<file path="src/core/converter_defines.svh">
`ifndef CONVERTER_DEFINES_SVH
`define CONVERTER_DEFINES_SVH

// ****************************************
// Field positions of the converter register
// ****************************************
`define CONV_OFF_BIT 7
`define CONV_IRQ_BIT 6
`define CONV_GOOD_BIT 5
`define CONV_RSVD_BIT 4
`define CONV_OCADJ_BIT 3
`define CONV_STEPDIS_BIT 2
`define CONV_VSEL_HI 1
`define CONV_VSEL_LO 0

// ****************************************
// Reset values
// ****************************************
`define CONV_RESET_VALUE 8'h00
`define CONV_VSEL_RESET 2'h0

`endif

</file>
<file path="src/core/converter_pkg.sv">
`default_nettype none

package converter_pkg;
  timeunit 1ns;
  timeprecision 1ps;

  // Encodings follow declaration order: off, 2.2 V, 3.2 V, 5.2 V
  typedef enum logic [1:0] {
    vsel_off,
    vsel_2v2_class_c,
    vsel_3v2_class_bc,
    vsel_5v2_class_abc
  } voltage_select_t;

endpackage

`default_nettype wire

</file>
<file path="src/core/card_dcdc_b_config_reg.sv">
// Behaviour
// Voltage-good flag set only while output sits inside the selected range.
// Host should wait for voltage-good before activating a matching card.
// Host writes zero to bit 4; device treats it as reserved.
// Sensitivity adjust bit raises overcurrent threshold by about 20 percent.
// Select 01 gives 2.2V, 10 gives 3.2V, 11 gives 5.2V.
// Changing voltage select never starts a card deactivation.
// Host keeps selected voltage above every active card's need.
// Host may lower the select after higher-class cards are deactivated.
// Select kept on card deactivation; only host clears it to stop.
// Interrupt flag set on supply-good change, cleared by host read.
// Shutdown bit stops converter and triggers automatic card deactivation.
// Step regulator disable bit turns automatic stepping off.
`include "converter_defines.svh"
`default_nettype none

module card_dcdc_b_config_reg
  import converter_pkg::*;
(
  input wire logic i_ref_clk,
  input wire logic i_reset_n,
  input wire logic i_reg_wr,
  input wire logic i_reg_rd,
  input wire logic [7:0] i_reg_wdata,
  input wire logic i_output_in_range,
  input wire logic i_card_supply_good,
  output logic [7:0] o_reg_rdata,
  output logic o_converter_enable,
  output logic o_deactivate_req,
  output logic o_overcurrent_raise,
  output logic o_step_regulator_disable,
  output logic [1:0] o_voltage_level,
  output logic o_converter_voltage_good,
  output logic o_converter_supply_irq_flag
);

  timeunit 1ns;
  timeprecision 1ps;

  // ****************************************
  // Reset release
  // ****************************************
  // Release leaves on a clock edge so no flop sees a runt release
  logic rst_meta_reg;
  logic rst_n_reg;

  always_ff @(posedge i_ref_clk or negedge i_reset_n) begin
    if (!i_reset_n) begin
      rst_meta_reg <= 1'b0;
      rst_n_reg <= 1'b0;
    end else begin
      rst_meta_reg <= 1'b1;
      rst_n_reg <= rst_meta_reg;
    end
  end

  // ****************************************
  // Analog status inputs
  // ****************************************
  // Both levels come from the analog side, asynchronous to the clock
  logic [1:0] status_sync;

  sync_2ff #(.WIDTH(2)) status_sync_inst (
    .i_ref_clk(i_ref_clk),
    .i_rst_n(rst_n_reg),
    .i_async({i_card_supply_good, i_output_in_range}),
    .o_sync(status_sync)
  );

  logic in_range_sync;
  logic supply_good_sync;

  assign in_range_sync = status_sync[0];
  assign supply_good_sync = status_sync[1];

  // ****************************************
  // Host-written control fields
  // ****************************************
  logic converter_off_ctrl_reg;
  logic converter_off_ctrl_next;
  logic overcurrent_sensitivity_adjust_reg;
  logic overcurrent_sensitivity_adjust_next;
  logic step_regulator_disable_reg;
  logic step_regulator_disable_next;
  voltage_select_t converter_voltage_select_reg;
  voltage_select_t converter_voltage_select_next;

  always_comb begin
    converter_off_ctrl_next = converter_off_ctrl_reg;
    overcurrent_sensitivity_adjust_next = overcurrent_sensitivity_adjust_reg;
    step_regulator_disable_next = step_regulator_disable_reg;
    // Select only ever changes on a host write, never on deactivation
    converter_voltage_select_next = converter_voltage_select_reg;
    if (i_reg_wr) begin
      // Status bits and the reserved bit ignore writes
      converter_off_ctrl_next = i_reg_wdata[`CONV_OFF_BIT];
      overcurrent_sensitivity_adjust_next = i_reg_wdata[`CONV_OCADJ_BIT];
      step_regulator_disable_next = i_reg_wdata[`CONV_STEPDIS_BIT];
      converter_voltage_select_next = voltage_select_t'(i_reg_wdata[`CONV_VSEL_HI:`CONV_VSEL_LO]);
    end
  end

  always_ff @(posedge i_ref_clk or negedge rst_n_reg) begin
    if (!rst_n_reg) begin
      converter_off_ctrl_reg <= 1'b0;
      overcurrent_sensitivity_adjust_reg <= 1'b0;
      step_regulator_disable_reg <= 1'b0;
      converter_voltage_select_reg <= voltage_select_t'(`CONV_VSEL_RESET);
    end else begin
      converter_off_ctrl_reg <= converter_off_ctrl_next;
      overcurrent_sensitivity_adjust_reg <= overcurrent_sensitivity_adjust_next;
      step_regulator_disable_reg <= step_regulator_disable_next;
      converter_voltage_select_reg <= converter_voltage_select_next;
    end
  end

  // ****************************************
  // Converter run control
  // ****************************************
  logic enable_reg;
  logic enable_next;
  logic deactivate_req_reg;
  logic deactivate_req_next;

  always_comb begin
    // Converter stops for shutdown or for a cleared select
    enable_next = !converter_off_ctrl_next && (converter_voltage_select_next != vsel_off);
    // Only the shutdown bit going high starts deactivation; select changes do not
    deactivate_req_next = converter_off_ctrl_next && !converter_off_ctrl_reg;
  end

  always_ff @(posedge i_ref_clk or negedge rst_n_reg) begin
    if (!rst_n_reg) begin
      enable_reg <= 1'b0;
      deactivate_req_reg <= 1'b0;
    end else begin
      enable_reg <= enable_next;
      deactivate_req_reg <= deactivate_req_next;
    end
  end

  // ****************************************
  // Status flags
  // ****************************************
  logic converter_voltage_good_reg;
  logic converter_voltage_good_next;
  logic supply_good_last_reg;
  logic supply_good_last_next;
  logic converter_supply_irq_flag_reg;
  logic converter_supply_irq_flag_next;

  always_comb begin
    // Good needs a running converter and the comparator inside its window
    converter_voltage_good_next = enable_reg && in_range_sync;
    // An edge in the same cycle as the read wins, so no event is lost
    supply_good_last_next = supply_good_sync;
    converter_supply_irq_flag_next = converter_supply_irq_flag_reg;
    if (i_reg_rd) begin
      converter_supply_irq_flag_next = 1'b0;
    end
    if (supply_good_sync != supply_good_last_reg) begin
      converter_supply_irq_flag_next = 1'b1;
    end
  end

  always_ff @(posedge i_ref_clk or negedge rst_n_reg) begin
    if (!rst_n_reg) begin
      converter_voltage_good_reg <= 1'b0;
      supply_good_last_reg <= 1'b0;
      converter_supply_irq_flag_reg <= 1'b0;
    end else begin
      converter_voltage_good_reg <= converter_voltage_good_next;
      supply_good_last_reg <= supply_good_last_next;
      converter_supply_irq_flag_reg <= converter_supply_irq_flag_next;
    end
  end

  // ****************************************
  // Register image and read data
  // ****************************************
  logic [7:0] reg_view;
  logic [7:0] rdata_reg;
  logic [7:0] rdata_next;

  always_comb begin
    reg_view = `CONV_RESET_VALUE;
    reg_view[`CONV_OFF_BIT] = converter_off_ctrl_reg;
    reg_view[`CONV_IRQ_BIT] = converter_supply_irq_flag_reg;
    reg_view[`CONV_GOOD_BIT] = converter_voltage_good_reg;
    reg_view[`CONV_RSVD_BIT] = 1'b0;
    reg_view[`CONV_OCADJ_BIT] = overcurrent_sensitivity_adjust_reg;
    reg_view[`CONV_STEPDIS_BIT] = step_regulator_disable_reg;
    reg_view[`CONV_VSEL_HI:`CONV_VSEL_LO] = converter_voltage_select_reg;
  end

  always_comb begin
    // Byte is frozen at the read edge so a slow host sees a stable value
    rdata_next = rdata_reg;
    if (i_reg_rd) begin
      rdata_next = reg_view;
    end
  end

  always_ff @(posedge i_ref_clk or negedge rst_n_reg) begin
    if (!rst_n_reg) begin
      rdata_reg <= `CONV_RESET_VALUE;
    end else begin
      rdata_reg <= rdata_next;
    end
  end

  // ****************************************
  // Outputs
  // ****************************************
  // Every output is a flop, so the analog side never sees decode glitches
  assign o_reg_rdata = rdata_reg;
  assign o_converter_enable = enable_reg;
  assign o_deactivate_req = deactivate_req_reg;
  assign o_overcurrent_raise = overcurrent_sensitivity_adjust_reg;
  assign o_step_regulator_disable = step_regulator_disable_reg;
  assign o_voltage_level = converter_voltage_select_reg;
  assign o_converter_voltage_good = converter_voltage_good_reg;
  assign o_converter_supply_irq_flag = converter_supply_irq_flag_reg;

endmodule

`default_nettype wire

</file>
<file path="src/core/sync_2ff.sv">
`default_nettype none

module sync_2ff #(
  parameter int WIDTH = 1
) (
  input wire logic i_ref_clk,
  input wire logic i_rst_n,
  input wire logic [WIDTH-1:0] i_async,
  output logic [WIDTH-1:0] o_sync
);

  timeunit 1ns;
  timeprecision 1ps;

  logic [WIDTH-1:0] meta_reg;

  // First stage feeds only the second stage
  always_ff @(posedge i_ref_clk or negedge i_rst_n) begin
    if (!i_rst_n) begin
      meta_reg <= '0;
      o_sync <= '0;
    end else begin
      meta_reg <= i_async;
      o_sync <= meta_reg;
    end
  end

endmodule

`default_nettype wire

</file>
<file path="config.mk">
export PLATFORM = sky130hd
export DESIGN_NAME = card_dcdc_b_config_reg
export DESIGN_NICKNAME = d
export VERILOG_FILES = /design/src/core/converter_pkg.sv /design/src/core/card_dcdc_b_config_reg.sv /design/src/core/sync_2ff.sv
export VERILOG_INCLUDE_DIRS = /design/src /design/src/core
export SDC_FILE = /design/constraint.sdc
export NUM_CORES = 1
export LEC_CHECK = 0
export ABC_AREA = 1
export BUFFER_PORTS_ARGS = -buffer_cell sky130_fd_sc_hd__buf_2
export CAP_MARGIN = 15
export CORE_MARGIN = 2
export CORE_UTILIZATION = 45
export DETAILED_ROUTE_END_ITERATION = 8
export PLACE_DENSITY = 0.8
export SYNTH_ARGS = -nofsm -noshare
export SYNTH_HDL_FRONTEND = slang
export SYNTH_SLANG_ARGS = --single-unit
</file>
<file path="constraint.sdc">
create_clock -name i_ref_clk -period 1.6 [get_ports i_ref_clk]
set_input_delay 0.08 -clock i_ref_clk [delete_from_list [all_inputs] [get_ports i_ref_clk]]
set_output_delay 0.08 -clock i_ref_clk [all_outputs]
set_load 0.01 [all_outputs]
</file>
* Word-level counts from Yosys, hierarchy flattened
Index checks and enable logic that the tools add are counted.
Word-level totals: output and inout bits 16, register bits after elaboration 23, logic and storage cells 26, bits of input ports 14
Cells by class: equality and inequality tests 1, mux-type cells 4, reductions and logical operators 7
Operator list (number):
- $reduce_bool A2 Y1 | 2
- $logic_and A1 B1 Y1 | 3
- $mux W1 | 3
- $logic_not A1 Y1 | 2
- $mux W2 | 1
- $ne A1 B1 Y1 | 1

* Logic depth before layout (Yosys ltp)
word-level depth 3, gate-level depth with buffers 5, gate-level depth less buffers 5

* Modules after synthesis
A second synthesis with hierarchy kept.
Second synthesis, totals: cells, all modules 72, area, all modules 777.0 µm²
Modules (own cells, without submodules):
- card_dcdc_b_config_reg | instances 1, sequential area each 475.5 µm², area each 676.9 µm², cells an instance 68
- sync_2ff | instances 1, sequential area each 100.1 µm², area each 100.1 µm², cells an instance 4

* Worst setup path before layout
Ideal clock, no wire load.
path kind register to register, start register converter_voltage_select_reg[1] (netlist: o_voltage_level[1]), end register enable_reg (netlist: o_converter_enable), clock period less this slack 0.779 ns, library setup time 0.119 ns, stages on the path, launching flop included 5, required time 1.481 ns, slack 0.821 ns, buffers on the path 0, arrival 0.660 ns, cells stage by stage dfrtp_1 > nand2_2 > nand2_2 > nor2_2 > nor2_1
On the way: cells in the longest elaborated chain, start to end 3
RTL lines:
- start: declaration | RTL line card_dcdc_b_config_reg.sv:85 | voltage_select_t converter_voltage_select_reg;
- start signal: assignment | RTL line card_dcdc_b_config_reg.sv:108 | converter_voltage_select_reg <= voltage_select_t'(`CONV_VSEL_RESET);
- start signal: assignment | RTL line card_dcdc_b_config_reg.sv:113 | converter_voltage_select_reg <= converter_voltage_select_next;
- $mux W2 | RTL line card_dcdc_b_config_reg.sv:94 | if (i_reg_wr) begin
- net converter_voltage_select_next[1] | RTL line card_dcdc_b_config_reg.sv:86 | voltage_select_t converter_voltage_select_next;
- $reduce_bool A2 Y1 | RTL line card_dcdc_b_config_reg.sv:127 | enable_next = !converter_off_ctrl_next && (converter_voltage_select_next != vsel_off);
- $logic_and A1 B1 Y1 | RTL line card_dcdc_b_config_reg.sv:127
- net enable_next | RTL line card_dcdc_b_config_reg.sv:121 | logic enable_next;
- end signal: assignment | RTL line card_dcdc_b_config_reg.sv:137 | enable_reg <= enable_next;
- end: declaration | RTL line card_dcdc_b_config_reg.sv:120 | logic enable_reg;
The timed path passes the listed nets, and every way through them passes these cells. A chain may end at the register's enable or synchronous reset.

* Final worst setup path
start register converter_voltage_select_reg[1] (netlist: o_voltage_level[1]), end output o_voltage_level[1]
RTL lines:
- end: declaration | RTL line card_dcdc_b_config_reg.sv:32 | output logic [1:0] o_voltage_level,
No word-level cell between the ends.

==> impl_metrics.py <==
metrics = {
    "clock_tree": {
        "cts_tree": "yes",
        "cts_buffers": 3,
        "clkLatencyLatePin_ps": 300,
        "h-tree-depth": 1,
        "path_clk_slew_ps": 110,
        "cts_max_path_buffers": 2,
        "cts.sinks": 23,
        "root_buffer": "clkbuf_4",
        "post_cts_buffers": 0,
    },
    "power_and_ir_drop": {
        "p_per_area_nw_per_um2": 1060,
        "power_w": 0.00105,
        "p_sw_w": 0.000266,
        "ir_drop_mv": 0.491,
        "sw_frac_of_total_pct": 25.3,
        "p_clk_share_pct": 24.1,
        "leakage_nw": 0.567,
        "share_seq_of_total_power_pct": 63.1,
        "internal_power_w": 0.000787,
        "p_comb_share_pct": 12.8,
    },
    "synth": {
        "synth_top_area_cell": "dfrtp_1",
        "synth_top_area_share_pct": 72.3,
        "synth_area_um2": 796,
        "syn_inst": 75,
        "synth_warnings": 0,
        "ys_seq_elements": 23,
        "yosys.area_share.simple_pct": 21.7,
        "synth_compound_area_share_pct": 1.10,
        "synth_xor_area_share_pct": 0,
        "postSynthAreaPerCell_um2": 10.6,
        "synth_seq_area_share_pct": 72.3,
        "synth_area_leaders": "dfrtp_1, nand2_1, nand2_2",
        "synthAdderAreaFrac_pct": 0,
        "synth_top_family_by_area": "simple AND/OR/NAND/NOR gates",
        "synthMuxAreaShare_pct": 0,
        "syn-num-nets": 89,
        "synth_cell_types": 14,
    },
    "timing": {
        "finalCriticalPeriod_ps": 951,
        "worst_pin_slew_ps": 796,
        "hold_violations": 0,
        "post-route-period-util_pct": 59.4,
        "setup_ws_ps": 649,
        "relSlewSlack_pct": 46.9,
        "fmax_ghz": 1.05,
        "tns_ps": 0,
        "rsz0062_at_grt": "false",
        "slew_violations": 0,
        "final.setup_skew_ps": 5.66,
        "setup_viol": 0,
    },
    "place": {
        "globalplace.congestion": 0.689,
        "dpl.hpwl_mm": 1.01,
        "place_area_um2": 930,
        "io_buffers": 25,
        "pre_cts_ws_ps": 713,
    },
    "floorplanning": {
        "die-area_um2": 2120,
        "num_io_pins": 30,
        "die_width_um": 46.1,
        "die_h_um": 46.1,
        "coreArea_um2": 1690,
        "rows": 15,
        "start_util_pct": 47.1,
    },
    "drt": {
        "drc": 0,
        "avgRoutedWirePerCell_um": 10.8,
        "drtPass1Iterations": 2,
        "vias_per_cell": 4.56,
        "drt_iter0_drc": 5,
        "via_count": 561,
        "ant_nets": 0,
        "postRouteWirelength_mm": 1.33,
    },
    "worst_setup_path": {
        "critPathKind": "flop to primary output",
        "required_ps": 1520,
        "worstPathMaxFanout": 3,
        "slowest_delay_ps": 430,
        "critPathCaptureType": "primary output",
        "cp.depth": 1,
        "cp_top_family": "flip-flops",
        "path_buf_inv": 1,
        "crit_arrival_ps": 870,
        "crit_slowest_cell": "dfrtp_1",
        "critPathLaunchType": "flop",
        "crit_chain": "buf_2",
        "r2r_cells": 0,
    },
    "worst_hold_path": {
        "worst_hold_path_type": "input pin to flop",
        "holdPathStages": 3,
    },
    "run_status": {
        "status": "finished, final reports clean",
    },
    "global_routing": {
        "grt_max_degree": 22,
        "first_global_vias": 475,
        "track_usage_pct": 13.2,
        "grt_overflow": 0,
        "antenna_found_initial": 0,
        "grt_pass1_wl_mm": 1.94,
    },
    "finish": {
        "multiInputGateArea_um2": 189,
        "largest_reg_flops": 7,
        "register_area_um2": 576,
        "fin_nets": 121,
        "syn_to_final_growth_pct": 25.2,
        "drive_above_1_share_pct": 33.0,
        "fillerInstances": 148,
        "design_area_um2": 996,
        "num_antenna_cells": 0,
    },
    "run": {
        "maxCapViolations": 0,
    },
}
[layout by cell type (no fill, tap or decap), drive strengths merged]
master        n
buf          25
o21ai         1
clkbuf        4
nor2          2
nor3          1
dlygate4sd3   4
nand3         1
dfrtp        23
or2           1
nand2        37
conb          2
inv           5
[layer usage]
metal  vias to the layer above  wire [um]  track usage, %
met5                         -          0               0
li1                        284          -               -
met1                       262        561            16.2
met4                         0         17            8.57
met3                         2         41            1.18
met2                        13        710            21.9
[cells in the mapped netlist]
| library cell | number |
|---|---|
| conb_1 | 2 |
| nor3_1 | 1 |
| nor2_1 | 1 |
| buf_4 | 1 |
| nand3_1 | 1 |
| dfrtp_1 | 23 |
| nand2_1 | 34 |
| o21ai_2 | 1 |
| inv_1 | 3 |
| nor2_2 | 1 |
| nand2_2 | 3 |
| inv_2 | 2 |
| or2_1 | 1 |
| buf_2 | 1 |
[power groups by stage]
stage	Sequential, W	Clock (W)	Combinational, W
after floorplan	0.000690	0	0.0000511
after global placement	0.000674	0	0.000124
after detailed placement	0.000676	0	0.000129
after CTS	0.000665	0.000257	0.000137
after global routing	0.000671	0.000281	0.000152
final	0.000664	0.000254	0.000135
[final timing paths]
check	to	from	slack, ps
worst max-delay path	o_voltage_level[1]	o_voltage_level[1]$_DFF_PN0_	650
worst min-delay path	o_voltage_level[0]$_DFF_PN0_	i_reg_wdata[0]	10
worst max register to register	o_reg_rdata[7]$_DFFE_PN0P_	rst_n_reg$_DFF_PN0_	770
min in group asynchronous	rst_meta_reg$_DFF_PN0_	i_reset_n	70
worst min register to register	status_sync_inst.meta_reg[0]$_DFF_PN0_	rst_n_reg$_DFF_PN0_	340
max in group asynchronous	o_reg_rdata[7]$_DFFE_PN0P_	rst_n_reg$_DFF_PN0_	770
[area by class of cell]
type / count / share of cell area (%)
Clock buffer: 4 / 2.64
Inverter: 5 / 1.88
Multi-Input combinational cell: 45 / 19.0
Sequential cell: 23 / 57.8
Tap cell: 17 / 2.14
Timing Repair Buffer: 29 / 16.6
[timing repair]
action / CTS / global route
resized for setup: 0 / 0
endpoints found under the hold margin: 5 / 0
hold buffers: 4 / 0
[per-stage QoR]
stage / std cells / util (%) / hold slack, ps
floorplan: 75 / - / -216
global placement: 115 / 55.0 / -135
detailed placement: 115 / 55.0 / -134
CTS: 123 / 59.0 / 7.66
global route: 123 / 59.0 / 21.4
finish: 123 / 59.0 / 11.3
[logic make-up (layout without fill, tap and decap cells)]
logic type             after synthesis  after routing
AND/OR/NAND/NOR                     42             42
AO/OA/AOI/OAI                        1              1
other                                2              2
buffers and inverters                7             38
flip-flops                          23             23
(Power assumes the default switching activity.)
